**config.mk**
```make
export PLATFORM = sky130hd
export DESIGN_NAME = line_signal_loss_alarm_detect
export DESIGN_NICKNAME = d
export VERILOG_FILES = /design/src/core/line_loss_pkg.sv /design/src/core/line_signal_loss_alarm_detect.sv
export VERILOG_INCLUDE_DIRS = /design/src /design/src/core
export SDC_FILE = /design/constraint.sdc
export NUM_CORES = 1
export LEC_CHECK = 0
export ABC_AREA = 1
export BUFFER_PORTS_ARGS = -buffer_cell sky130_fd_sc_hd__buf_4
export CORE_ASPECT_RATIO = 0.8
export CORE_UTILIZATION = 50
export DETAILED_ROUTE_END_ITERATION = 6
export PLACE_DENSITY = 0.72
export SYNTH_ARGS = -nofsm -noshare
export SYNTH_HDL_FRONTEND = slang
export SYNTH_SLANG_ARGS = --single-unit
```
**constraint.sdc**
```tcl
create_clock -name clk -period 7.5 [get_ports clk]
set_clock_uncertainty 0.2 [all_clocks]
set_input_delay 0.375 -clock clk [delete_from_list [all_inputs] [get_ports clk]]
set_output_delay 0.375 -clock clk [all_outputs]
set_load 0.02 [all_outputs]
```
**src/core/line_loss_defs.svh**
```systemverilog
// Constants for the signal-loss and alarm-indication monitor
`ifndef LINE_LOSS_DEFS_SVH
`define LINE_LOSS_DEFS_SVH

// Register addresses (plain port, 4-bit address, 8-bit data)
`define REG_CONTROL        4'h0
`define REG_THRESHOLD      4'h1
`define REG_STATUS         4'h2
`define REG_EVENT          4'h3

// Control register layout and reset value
`define CTL_STANDARD       0
`define CTL_CRITERIA       1
`define CTL_RX_ALL_ONES    2
`define CTL_TX_ALL_ONES    3
`define CTL_CDR_ENABLE     4
`define CTL_LOSS_MASK      5
`define CTL_LONG_HAUL      6
`define CONTROL_RESET      8'h10

// Threshold code, reset 10101 = -46 dB
`define THRESHOLD_RESET    5'h15
`define THRESHOLD_CLAMP    5'h16
`define Q_DB_BASE          7'h7c
`define Q_DB_STEP          7'h02

// Status and event bits
`define STS_SIGNAL_ABSENT  0
`define STS_ALARM          1
`define EVT_LOSS           0

// Declare counts N in bit periods
`define N_T1_STD           12'd175
`define N_T1_ALT           12'd1544
`define N_E1_STD           12'd32
`define N_E1_ALT           12'd2048

// Clear windows M and consecutive-zero limits
`define M_T1               8'd128
`define M_E1               8'd32
`define ZLIM_T1            7'd100
`define ZLIM_E1            7'd16
`define DENSITY_SHIFT      3

// Alarm indication blocks
`define AIS_E1_BLOCK       14'd512
`define AIS_T1_BLOCK       14'd8192
`define AIS_E1_ZEROS       4'd3
`define AIS_T1_ZEROS       4'd9
`define AIS_T1_WINDOW_US   5300

`endif

```
**src/core/line_loss_pkg.sv**
```systemverilog
// Types shared by the signal-loss monitor
package line_loss_pkg;

   typedef struct packed {
      logic pos;
      logic neg;
   } rail_s;

   typedef struct packed {
      logic long_haul;
      logic loss_mask;
      logic cdr_enable;
      logic tx_all_ones;
      logic rx_all_ones;
      logic criteria;
      logic standard;
   } config_s;

   typedef enum logic [1:0] {
      ST_PRESENT = 2'b00,
      ST_ABSENT  = 2'b01,
      ST_QUALIFY = 2'b10
   } loss_state_e;

endpackage

```
**src/core/line_signal_loss_alarm_detect.sv**
```systemverilog
// Signal-loss and alarm-indication monitor for one receive channel
//
// What this block does
// - After N bit periods with no pulse, declare loss, pin high, flag event.
// - Clear loss after M-bit window from pulse with level and 12.5% density.
// - T1/J1: N is 175 bits, or 1544 with criteria-select set.
// - E1: N is 32 bits, or 2048 with criteria-select set.
// - T1/J1 clearing: window 128 bits, fewer than 100 consecutive zeros.
// - E1 clearing: window 32 bits, fewer than 16 consecutive zeros.
// - Standard select (1 T1/J1, 0 E1) and criteria-select pick the criteria.
// - Long haul: 5-bit code gives Q from -4 dB in 2 dB steps, max -48.
// - During loss, rails follow input, or all ones with master clock out.
// - Transmit all-ones-on-loss sends all-ones on line from master clock.
// - Loss indication works regardless of any loopback setting.
// - Alarm detection only with clock recovery on; result in status bit.
// - E1 standard: under 3 zeros in two 512-bit blocks declares; 3+ clears.
// - E1 alternate: one 512-bit block with 3 or more zeros clears.
// - T1/J1: 99.9% ones over 5.3 ms declares; 9 zeros in 8192 bits clears.
// - Criteria-select resets to 0.
//
// Our own choices: the placing of the registers and strobed register access.
`timescale 1ns/1ps
`default_nettype none
`include "line_loss_defs.svh"

module line_signal_loss_alarm_detect
   import line_loss_pkg::*;
(
   input  wire logic        clk,
   input  wire logic        reset,
   input  wire logic [3:0]  address,
   input  wire logic [7:0]  write_data,
   input  wire logic        write_strobe,
   input  wire logic        read_strobe,
   output logic      [7:0]  read_data,
   input  wire logic        rx_bit_clock,
   input  wire rail_s       rx_line_pair,
   input  wire logic        level_above_q,
   input  wire logic        level_above_p,
   input  wire rail_s       tx_data,
   input  wire logic [1:0]  loopback_mode,
   output rail_s            rx_rail_outputs,
   output logic             recovered_clock_out,
   output rail_s            tx_line_pair,
   output logic             signal_absent_pin,
   output logic             loss_interrupt,
   output logic [4:0]       loss_threshold_code,
   output logic [6:0]       q_level_db
);

   // ************************************************************
   // Helper functions
   // ************************************************************
   function automatic logic [11:0] declare_n(input logic std,
                                             input logic crit);
      if (std)
         declare_n = crit ? `N_T1_ALT : `N_T1_STD;
      else
         declare_n = crit ? `N_E1_ALT : `N_E1_STD;
   endfunction

   function automatic logic [7:0] window_m(input logic std);
      window_m = std ? `M_T1 : `M_E1;
   endfunction

   function automatic logic [6:0] zero_limit(input logic std);
      zero_limit = std ? `ZLIM_T1 : `ZLIM_E1;
   endfunction

   function automatic logic [4:0] clamp_code(input logic [4:0] code);
      clamp_code = (code >= `THRESHOLD_CLAMP) ? `THRESHOLD_CLAMP : code;
   endfunction

   function automatic logic [6:0] level_db(input logic [4:0] code);
      logic [4:0] c;
      c = clamp_code(code);
      level_db = `Q_DB_BASE - `Q_DB_STEP * {2'b00, c};
   endfunction

   // ************************************************************
   // Registers
   // ************************************************************
   config_s     cfg;
   logic [4:0]  threshold;
   logic        loss_event;
   logic        signal_absent;
   logic        alarm_indication_status;

   wire wr_control   = write_strobe && address == `REG_CONTROL;
   wire wr_threshold = write_strobe && address == `REG_THRESHOLD;
   wire wr_event     = write_strobe && address == `REG_EVENT;
   wire loss_rise;

   wire [7:0] status_word = {6'h00, alarm_indication_status, signal_absent};
   wire [7:0] read_mux =
      (address == `REG_CONTROL)   ? {1'b0, cfg} :
      (address == `REG_THRESHOLD) ? {3'b000, threshold} :
      (address == `REG_STATUS)    ? status_word :
      (address == `REG_EVENT)     ? {7'h00, loss_event} : 8'h00;

   // A new declare wins over a clear in the same cycle
   wire next_loss_event = loss_rise ||
      (loss_event && !(wr_event && write_data[`EVT_LOSS]));

   always_ff @(posedge clk or posedge reset) begin
      if (reset) begin
         cfg       <= config_s'(7'(`CONTROL_RESET));
         threshold <= `THRESHOLD_RESET;
         read_data <= 8'h00;
      end else begin
         if (wr_control)
            cfg <= config_s'(write_data[6:0]);
         if (wr_threshold)
            threshold <= write_data[4:0];
         // Read data stands one cycle, zero otherwise
         read_data <= read_strobe ? read_mux : 8'h00;
      end
   end

   always_ff @(posedge clk or posedge reset) begin
      if (reset) begin
         loss_event     <= 1'b0;
         loss_interrupt <= 1'b0;
      end else begin
         loss_event     <= next_loss_event;
         loss_interrupt <= next_loss_event && !cfg.loss_mask;
      end
   end

   // ************************************************************
   // Input synchronisers and bit timing
   // ************************************************************
   logic [4:0] sync1;
   logic [4:0] sync2;
   logic       bit_clock_prev;

   always_ff @(posedge clk or posedge reset) begin
      if (reset) begin
         sync1          <= 5'h00;
         sync2          <= 5'h00;
         bit_clock_prev <= 1'b0;
      end else begin
         sync1 <= {level_above_p, level_above_q, rx_line_pair,
                   rx_bit_clock};
         sync2          <= sync1;
         bit_clock_prev <= sync2[0];
      end
   end

   // Bit clock edge seen two clocks late; rails sampled with it
   wire  bit_clock_s = sync2[0];
   wire  bit_tick    = bit_clock_s && !bit_clock_prev;
   wire  rx_pos_s    = sync2[2];
   wire  rx_neg_s    = sync2[1];
   wire  above_q_s   = cfg.long_haul ? sync2[3] : sync2[3];
   wire  above_p_s   = sync2[4];
   wire  mark        = rx_pos_s || rx_neg_s;
   // Marks below the declare level count as no pulse
   wire  pulse_q     = mark && above_q_s;
   wire  pulse_p     = mark && above_p_s;

   // ************************************************************
   // Loss declare and clear
   // ************************************************************
   loss_state_e state;
   loss_state_e next_state;
   logic [11:0] gap_count;
   logic [7:0]  win_count;
   logic [7:0]  mark_count;
   logic [6:0]  zero_run;
   logic        win_fail;

   wire [11:0] n_bits   = declare_n(cfg.standard, cfg.criteria);
   wire [7:0]  m_bits   = window_m(cfg.standard);
   wire [6:0]  z_limit  = zero_limit(cfg.standard);
   wire        gap_full = &gap_count;
   wire [11:0] next_gap = pulse_q  ? 12'h000 :
                          gap_full ? gap_count : gap_count + 12'h001;
   wire        gap_hit  = bit_tick && !pulse_q && next_gap >= n_bits;
   wire [7:0]  next_win = win_count + 8'h01;
   wire [7:0]  next_mk  = mark_count + {7'h00, pulse_p};
   wire [6:0]  next_zr  = pulse_p ? 7'h00 : zero_run + 7'h01;
   wire        zr_bad   = !pulse_p && next_zr >= z_limit;
   wire        win_end  = bit_tick && next_win >= m_bits;
   wire        dense_ok = ({next_mk, `DENSITY_SHIFT'(0)} >=
                           {3'b000, m_bits});
   wire        win_pass = win_end && !win_fail && !zr_bad
                          && above_p_s && dense_ok;

   assign loss_rise = (state == ST_PRESENT) && gap_hit;

   always_comb begin
      next_state = state;
      case (state)
         ST_PRESENT: if (gap_hit) next_state = ST_ABSENT;
         ST_ABSENT:  if (bit_tick && pulse_p)
                        next_state = ST_QUALIFY;
         ST_QUALIFY: if (win_pass)
                        next_state = ST_PRESENT;
                     else if (win_end)
                        next_state = ST_ABSENT;
         default:    next_state = ST_ABSENT;
      endcase
   end

   always_ff @(posedge clk or posedge reset) begin
      if (reset) begin
         gap_count <= 12'h000;
      end else if (bit_tick) begin
         gap_count <= next_gap;
      end
   end

   // A qualifying pulse opens the window as bit one
   always_ff @(posedge clk or posedge reset) begin
      if (reset) begin
         state      <= ST_PRESENT;
         win_count  <= 8'h00;
         mark_count <= 8'h00;
         zero_run   <= 7'h00;
         win_fail   <= 1'b0;
      end else begin
         state <= next_state;
         if (bit_tick) begin
            if (state == ST_QUALIFY && !win_end) begin
               win_count  <= next_win;
               mark_count <= next_mk;
               zero_run   <= next_zr;
               win_fail   <= win_fail || zr_bad || !above_p_s;
            end else begin
               win_count  <= 8'h01;
               mark_count <= 8'h01;
               zero_run   <= 7'h00;
               win_fail   <= 1'b0;
            end
         end
      end
   end

   // Loopback setting is not an input to the loss path
   always_ff @(posedge clk or posedge reset) begin
      if (reset) begin
         signal_absent     <= 1'b0;
         signal_absent_pin <= 1'b0;
      end else begin
         signal_absent     <= next_state != ST_PRESENT;
         signal_absent_pin <= next_state != ST_PRESENT;
      end
   end

   // ************************************************************
   // Alarm indication detection
   // ************************************************************
   // An 8192-bit block needs a 14-bit count
   logic [13:0] blk_count;
   logic [3:0]  blk_zeros;
   logic        prev_few;

   wire [13:0] blk_len   = cfg.standard ? `AIS_T1_BLOCK : `AIS_E1_BLOCK;
   wire [3:0]  zero_need = cfg.standard ? `AIS_T1_ZEROS : `AIS_E1_ZEROS;
   wire [3:0]  next_bz   = (!mark && blk_zeros != 4'hf) ?
                           blk_zeros + 4'h1 : blk_zeros;
   wire        blk_end   = bit_tick && (blk_count + 14'h0001) >= blk_len;
   wire        few       = next_bz < zero_need;
   wire        two_block = !cfg.standard && !cfg.criteria;
   wire        ais_set   = few &&
                           (!two_block || prev_few);
   wire        ais_clr   = !few &&
                           (!two_block || !prev_few);

   always_ff @(posedge clk or posedge reset) begin
      if (reset) begin
         blk_count               <= 14'h0000;
         blk_zeros               <= 4'h0;
         prev_few                <= 1'b0;
         alarm_indication_status <= 1'b0;
      end else if (!cfg.cdr_enable) begin
         blk_count               <= 14'h0000;
         blk_zeros               <= 4'h0;
         prev_few                <= 1'b0;
         alarm_indication_status <= 1'b0;
      end else if (blk_end) begin
         blk_count <= 14'h0000;
         blk_zeros <= 4'h0;
         prev_few  <= few;
         if (ais_set)
            alarm_indication_status <= 1'b1;
         else if (ais_clr)
            alarm_indication_status <= 1'b0;
      end else if (bit_tick) begin
         blk_count <= blk_count + 14'h0001;
         blk_zeros <= next_bz;
      end
   end

   // ************************************************************
   // All-ones substitution toward system and line
   // ************************************************************
   logic master_div;
   logic tx_polarity;

   wire lost       = state != ST_PRESENT;
   wire rx_sub     = lost && cfg.rx_all_ones;
   wire tx_sub     = lost && cfg.tx_all_ones;
   wire master_hi  = !master_div;
   wire [1:0] unused_loop = loopback_mode;

   always_ff @(posedge clk or posedge reset) begin
      if (reset) begin
         master_div          <= 1'b0;
         tx_polarity         <= 1'b0;
         rx_rail_outputs     <= '0;
         recovered_clock_out <= 1'b0;
         tx_line_pair        <= '0;
         loss_threshold_code <= `THRESHOLD_RESET;
         q_level_db          <= level_db(`THRESHOLD_RESET);
      end else begin
         master_div <= !master_div;
         if (master_hi)
            tx_polarity <= !tx_polarity;
         if (rx_sub) begin
            rx_rail_outputs     <= '{pos: 1'b1, neg: 1'b0};
            recovered_clock_out <= master_hi;
         end else begin
            rx_rail_outputs     <= '{pos: rx_pos_s, neg: rx_neg_s};
            recovered_clock_out <= bit_clock_s;
         end
         // Alternate mark polarity on the all-ones fill
         if (tx_sub)
            tx_line_pair <= '{pos: master_hi && !tx_polarity,
                              neg: master_hi && tx_polarity};
         else
            tx_line_pair <= tx_data;
         loss_threshold_code <= clamp_code(threshold);
         q_level_db          <= level_db(threshold);
      end
   end

endmodule
`default_nettype wire
```
==> metrics.yaml, run 1 <==
htree_levels: 3
area_growth_pct: 13.7
worstSetupPathType: "reg2reg"
clkSinkCount: 108
ant_nets: 0
viasPerCell: 5.23
initial_utilization_pct: 52.2
wl_per_cell_um: 13.1
yosys.area.top_type_share_pct: 42.9
synth_top_family_by_area: "simple AND/OR/NAND/NOR gates"
max_freq_ghz: 0.314
path_cells: "ha_1 -> nand3_1 -> inv_1 -> nand3_1 -> inv_1 -> a21oi_1 -> o21ai_0 -> nand2_1 -> inv_1 -> ha_1 -> nand2_1 -> inv_1 -> a221oi_1 -> o21ai_0 -> inv_1 -> nand3_1 -> nand2_1 -> nand4_1"
dp_hpwl_mm: 8.70
slew_violations: 0
status: "complete, no violations"
crit_top_cell: "inv_1"
p_per_area_nw_per_um2: 223
vias: 4777
crit_required_ns: 7.51
ctsResizeCount: 0
cts_inserted_buffers: 9
final_nets: 821
globalRouteTotalUtil_pct: 22.0
portBuffers: 46
antenna_cells: 0
die_width_um: 122
hold_path_class: "in2reg"
synthArstFlopShare_pct: 100
synth-main-ff-cell: "dfrtp_1"
syn_inst: 715
grt_overflow: 0
internal-power_mw: 1.00
p_comb_share_pct: 22.2
die_height_um: 98.2
cts_root_buffer: "clkbuf_16"
grt_pass1_wl_mm: 20.9
ys_top_cells_by_area: "dfrtp_1 (43%), nand2_1 (13%), ha_1 (6.7%), inv_1 (6.4%), o21ai_0 (4.6%)"
power_switching_mw: 0.459
synth_cell_type_count: 42
synth_edf_count: 0
critPathMaxFanout: 12
clock_latency_ns: 0.35
synth-simple-area-share_pct: 24.9
cp_data_arrival_time_ns: 3.20
synth-seq-cells: 108
ios: 52
gp_congestion: 0.813
yosysMostFrequentCell: "nand2_1"
yosysSeqAreaShare_pct: 47.0
dieArea_um2: 12000
synthMuxAreaShare_pct: 0.390
hold_violations: 0
rows: 34
endpoint_kind: "flip-flop"
synthAdderAreaFrac_pct: 6.71
vdd_ir_drop_max_v: 0.000149
wirelength_mm: 12.0
pwr-share-clk_pct: 29.7
min_period_ns: 3.19
fin_crit_sh_pct: 42.5
yosys.area.top_type: "dfrtp_1"
design_area_um2: 6570
setup_viol: 0
clk_path_buf_depth: 2
antenna_found_initial: 0
cts_tree: "done"
drcViolationCount: 0
ys_warn_count: 0
synth-xor-area-share_pct: 2.88
swShare_pct: 31.4
maxCapViolCount: 0
cpMaxStageDelayCell: "dfrtp_1"
syn_area_um2: 5780
final_layout_size_suffix_gt1_share_pct: 12.2
grt_pass1_vias: 4668
placedInstanceArea_um2: 6240
dr.first_iter.drc_count: 427
seqPwrFrac_pct: 48.1
worstSetupStartpointType: "flip-flop"
synth_compound_area_share_pct: 9.81
leakage_nw: 3.29
firstDrtPassIters: 5
synth_commonest_cells: "nand2_1 (194), dfrtp_1 (99), inv_1 (99)"
power_mw: 1.46
worst_pin_slew_ns: 0.906
path_clk_slew_ns: 0.07
synth_area_per_cell_um2: 8.08
max_stage_delay_ns: 0.42
rsz0062_at_grt: "false"
max_slew_margin_pct: 39.3
tns_ns: 0
grt_max_degree: 68
core_um2: 11100
==> critical path: cells and delay by family, from the launching register on <==
family          cells  cell delay (ns)
buf+inv             5             0.44
fa+ha+maj           2             0.53
flops               1             0.42
simple gates        7             0.90
compound gates      4             0.56
==> power groups by stage <==
stage                     sequential (mW)  combinational [mW]  clock [mW]
final                               0.703               0.324       0.434
after global routing                0.713               0.372       0.474
after CTS                           0.703               0.328       0.446
after detailed placement            0.713               0.324           0
after global placement              0.710               0.309           0
after floorplan                     0.732               0.193           0
==> worst paths after layout <==
check / startpoint / end / slack, ns / depth (start not counted)
max: gap_count[0] / signal_absent / 4.31 / 18
min: write_data[6] / cfg[6] / 0.07 / 2
max reg2reg: gap_count[0] / signal_absent / 4.31 / 18
min reg2reg: sync1[0] / sync2[0] / 0.15 / 0
max in group asynchronous: reset / zero_run[2] / 5.43 / 4
min in group asynchronous: reset / zero_run[4] / 0.44 / 3
==> area by class of cell <==
cell class / instances / area [µm²]
fill: 973 / 4490
sequential: 108 / 2710
multi-input combinational: 489 / 2600
timing repair buffer: 53 / 413
inverter: 104 / 395
clock buffer: 10 / 229
tap: 144 / 180
clock inverter: 6 / 41.3
==> placed cells by master (no fill, tap or decap), types with 2 or more instances in the layout <==
master	n
clkinv_1	2
a21oi_1	16
dlygate4sd3_1	6
nand3b_1	2
nand2_1	194
a221oi_1	3
mux2_2	2
o21ai_1	2
inv_1	98
buf_4	47
a21o_1	2
a31oi_1	2
xor2_1	14
o21ai_0	53
clkbuf_16	9
nor2_2	3
nor2_4	3
nand2_2	2
inv_4	2
nor2_1	51
or2_2	6
clkinv_4	2
xnor2_1	5
dfrtp_1	99
o22ai_1	14
ha_1	31
conb_1	3
o21bai_1	2
nand3_1	44
a21boi_0	2
nor4_1	2
nor3_1	8
clkinv_2	3
o211ai_1	2
inv_2	2
nand4_1	15
dfstp_2	9
==> state kept, by name (all words and copies together), names as in the netlist, 5 cells and up <==
register and count:
threshold 5, cfg 7, win_count 8, read_data 7, loss_threshold_code 5, gap_count 12, sync1 5, q_level_db 5
blk_count 14, zero_run 7, mark_count 8, sync2 5
==> layer usage <==
layer	up-vias	routed length [µm]	GRT usage [%]
met1	2242	5760	29.9
met2	114	5440	35.7
met3	19	611	4.56
met5	-	0	0
met4	0	153	6.10
li1	2402	-	-
==> kinds of logic (layout without fill, tap and decap cells) <==
family,after synthesis,in the layout
compound gates,101,101
other cells,2,3
xor+xnor,19,19
mux,2,2
buf+inv,119,173
simple gates,333,333
fa+ha+maj,31,31
flops,108,108
==> timing repair <==
action | in CTS | in global routing
setup buffers | 0 | 0
hold buffers | 6 | 0
endpoints found under the hold margin | 46 | 0
==> metrics by stage <==
stage / std cells / hold slack [ns] / util, % / setup slack (ns)
after floorplan: 716 / 0.131 / - / 4.09
after global placement: 892 / 0.132 / 56.4 / 4.37
after detailed placement: 892 / 0.136 / 56.4 / 4.35
after CTS: 914 / 0.0638 / 59.4 / 4.33
after global routing: 914 / 0.0562 / 59.4 / 4.05
final: 914 / 0.0702 / 59.4 / 4.31
Note: power is estimated with default switching activity, not from simulation.
==> run 2, diff against run 1 <==
--- a/config.mk
+++ b/config.mk
@@ -11,7 +11,7 @@
 export CORE_ASPECT_RATIO = 0.8
 export CORE_UTILIZATION = 50
 export DETAILED_ROUTE_END_ITERATION = 6
-export PLACE_DENSITY = 0.72
+export PLACE_DENSITY = 0.75
 export SYNTH_ARGS = -nofsm -noshare
 export SYNTH_HDL_FRONTEND = slang
 export SYNTH_SLANG_ARGS = --single-unit
==> constraint.sdc (replaced) <==
create_clock -name clk -period 2.7 [get_ports clk]
set_clock_uncertainty 0.2 [all_clocks]
set_input_delay 0.135 -clock clk [delete_from_list [all_inputs] [get_ports clk]]
set_output_delay 0.135 -clock clk [all_outputs]
set_load 0.02 [all_outputs]
==> run 2 against run 1 <==
  * Total power grew to 2.9 times the previous value
  * Clock-buffer cell count did not move
  * Setup slack got worse by 4.3 ns
  * Fmax increased by 19%
  * Wire length grew 13%
  * Sequential share of layout area is 4.2 points lower
==> metrics.yaml, run 2 (synthesis results as in run 1) <==
status: "complete, no violations"  # unchanged
p_per_area_nw_per_um2: 579  # was 223 nW/µm²
antenna_found_initial: 0  # unchanged
endpoint_kind: "flip-flop"  # unchanged
layout_commonest_cell: "nand2_1"  # unchanged
pwr-share-clk_pct: 29.9  # was 29.7%
wirelength_mm: 13.6  # was 12.0 mm
initial_utilization_pct: 52.2  # unchanged
tns_ns: 0  # unchanged
path_cells: "o21ai_2 -> inv_1 -> ha_1 -> ha_1 -> xnor2_1 -> ha_1 -> inv_1 -> o31ai_1 -> o21ai_0 -> nand4_1 -> nand3_1 -> nand2_1 -> nand4_1"  # was ha_1 -> nand3_1 -> inv_1 -> nand3_1 -> inv_1 -> a21oi_1 -> o21ai_0 -> nand2_1 -> inv_1 -> ha_1 -> nand2_1 -> inv_1 -> a221oi_1 -> o21ai_0 -> inv_1 -> nand3_1 -> nand2_1 -> nand4_1
crit_top_cell: "ha_1"  # was inv_1
antenna_cells: 0  # unchanged
wl_per_cell_um: 13.9  # was 13.1 µm
reg2reg_slack_ns: 0.03  # was 4.31 ns
cp_data_arrival_time_ns: 2.69  # was 3.20 ns
largest_reg_flops: 14  # unchanged
setup_viol: 0  # unchanged
power_switching_mw: 1.35  # was 0.459 mW
top_regs: "blk_count (14), gap_count (12)"  # unchanged
power_mw: 4.24  # was 1.46 mW
vias: 5194  # was 4777
htree_levels: 3  # unchanged
clkSinkCount: 108  # unchanged
regMostFlops: "blk_count"  # unchanged
grt_overflow: 0  # unchanged
path_delay_family: "adder cells"  # was simple AND/OR/NAND/NOR gates
area_growth_pct: 26.8  # was 13.7%
worstSetupPathType: "reg2reg"  # unchanged
hold_slack_ns: 0.0796  # was 0.0702 ns
dp_hpwl_mm: 9.03  # was 8.70 mm
vdd_ir_drop_max_v: 0.000410  # was 0.000149 V
final_layout_size_suffix_gt1_share_pct: 23.0  # was 12.2%
cts_root_buffer: "clkbuf_16"  # unchanged
grt_pass1_vias: 4906  # was 4668
die_width_um: 122  # unchanged
core_um2: 11100  # unchanged
final_nets: 885  # was 821
viasPerCell: 5.31  # was 5.23
worstSetupStartpointType: "flip-flop"  # unchanged
internal-power_mw: 2.89  # was 1.00 mW
portBuffers: 46  # unchanged
fin_crit_sh_pct: 98.9  # was 42.5%
dr.first_iter.drc_count: 319  # was 427
ant_nets: 0  # unchanged
ff2ff_path_depth: 13  # was 18
slew_violations: 0  # unchanged
hold_violations: 0  # unchanged
worst_pin_slew_ns: 0.562  # was 0.906 ns
min_period_ns: 2.67  # was 3.19 ns
rsz0062_at_grt: "true"  # was false
cts_inserted_buffers: 9  # unchanged
worstPathBufferInverterCount: 2  # was 5
rows: 34  # unchanged
clock_latency_ns: 0.35  # about the same
max_stage_delay_ns: 0.41  # was 0.42 ns
fill_cells: 865  # was 973
grt_pass1_wl_mm: 22.0  # was 20.9 mm
swShare_pct: 31.9  # was 31.4%
maxCapViolCount: 0  # unchanged
max_freq_ghz: 0.374  # was 0.314 GHz
drcViolationCount: 0  # unchanged
reg2reg_from: "sync2[2]"  # was gap_count[0]
crit_required_ns: 2.72  # was 7.51 ns
p_comb_share_pct: 24.4  # was 22.2%
seqPwrFrac_pct: 45.7  # was 48.1%
crit_path_start: "sync2[2]"  # was gap_count[0]
critPathMaxFanout: 3  # was 12
ios: 52  # unchanged
gp_congestion: 0.840  # was 0.813
globalRouteTotalUtil_pct: 23.0  # was 22.0%
grt_max_degree: 109  # was 68
clk_path_buf_depth: 2  # unchanged
cts_tree: "done"  # unchanged
die_height_um: 98.2  # unchanged
max_slew_margin_pct: 62.5  # was 39.3%
mostFrequentLayoutCells: "nand2_1 (174), dfrtp_1 (98), inv_1 (90)"  # was nand2_1 (194), dfrtp_1 (99), inv_1 (98)
regToRegEndpoint: "signal_absent"  # unchanged
hold_path_class: "in2reg"  # unchanged
cp.depth: 13  # was 18
crit_end: "signal_absent"  # unchanged
leakage_nw: 3.68  # was 3.29 nW
path_clk_slew_ns: 0.07  # about the same
cpMaxStageDelayCell: "dfrtp_1"  # unchanged
dieArea_um2: 12000  # unchanged
firstDrtPassIters: 5  # unchanged
run 2: worst min-delay path by stage:
stage,from,slack (ns),cells after the start,end
final,address[3],0.08,5,loss_event
after global routing,address[3],0.1,6,read_data[1]
after CTS,address[3],0.04,5,loss_event
after detailed placement,rx_line_pair[1],0.05,1,sync1[2]
after global placement,rx_line_pair[0],0.04,1,sync1[1]
after floorplan,rx_bit_clock,-0.03,0,sync1[0]
run 2: tightest hold or removal path, stage by stage:
cell and delay [ns]:
buf_4 0.08, nor2_1 0.07, inv_1 0.08, o21ai_0 0.15, nand2_1 0.10
run 2: repair_timing:
action / in CTS / in global routing
setup endpoints to repair: 4 / 24
hold buffers: 23 / 0
hold endpoints to repair: 126 / 0
pin swaps: 0 / 19
gates resized for setup: 8 / 56
buffers inserted: 1 / 14
gates cloned: 0 / 2
run 2: cell type report:
| type | instances | area (µm²) | share of cell area [%] |
|---|---|---|---|
| multi-input cells | 490 | 2800 | 38.2 |
| inverters | 104 | 402 | 5.48 |
| repair buffers | 116 | 946 | 12.9 |
| clock inverters | 6 | 47.5 | 0.649 |
| well taps | 144 | 180 | 2.46 |
| clock buffers | 10 | 239 | 3.26 |
| flip-flops and latches | 108 | 2720 | 37.1 |
run 2: layer usage:
metal / vias to the layer above / routed length, µm / GRT usage (%)
met1: 2479 / 6170 / 30.8
li1: 2527 / - / -
met4: 0 / 224 / 7.13
met5: - / 0 / 0
met3: 27 / 659 / 4.44
met2: 161 / 6500 / 37.6
run 2: power by group through the flow:
stage	Combinational, mW	Clock, mW	Sequential (mW)
2_1_floorplan	0.536	0	2.03
3_3_place_gp	0.928	0	1.95
3_5_place_dp	0.967	0	1.96
4_1_cts	1.00	1.30	1.93
5_1_grt	1.17	1.37	1.96
6_report	1.04	1.27	1.94
run 2: through the flow:
| step | area [µm²] | instances | setup slack, ns | utilization [%] |
|---|---|---|---|---|
| after floorplan | 5790 | 716 | 0.0118 | - |
| after global placement | 6480 | 922 | -0.0177 | 58.6 |
| after detailed placement | 6480 | 922 | -0.133 | 58.6 |
| after CTS | 7020 | 962 | 0.0211 | 63.5 |
| after global routing | 7320 | 978 | -0.167 | 66.2 |
| final | 7320 | 978 | 0.0295 | 66.2 |
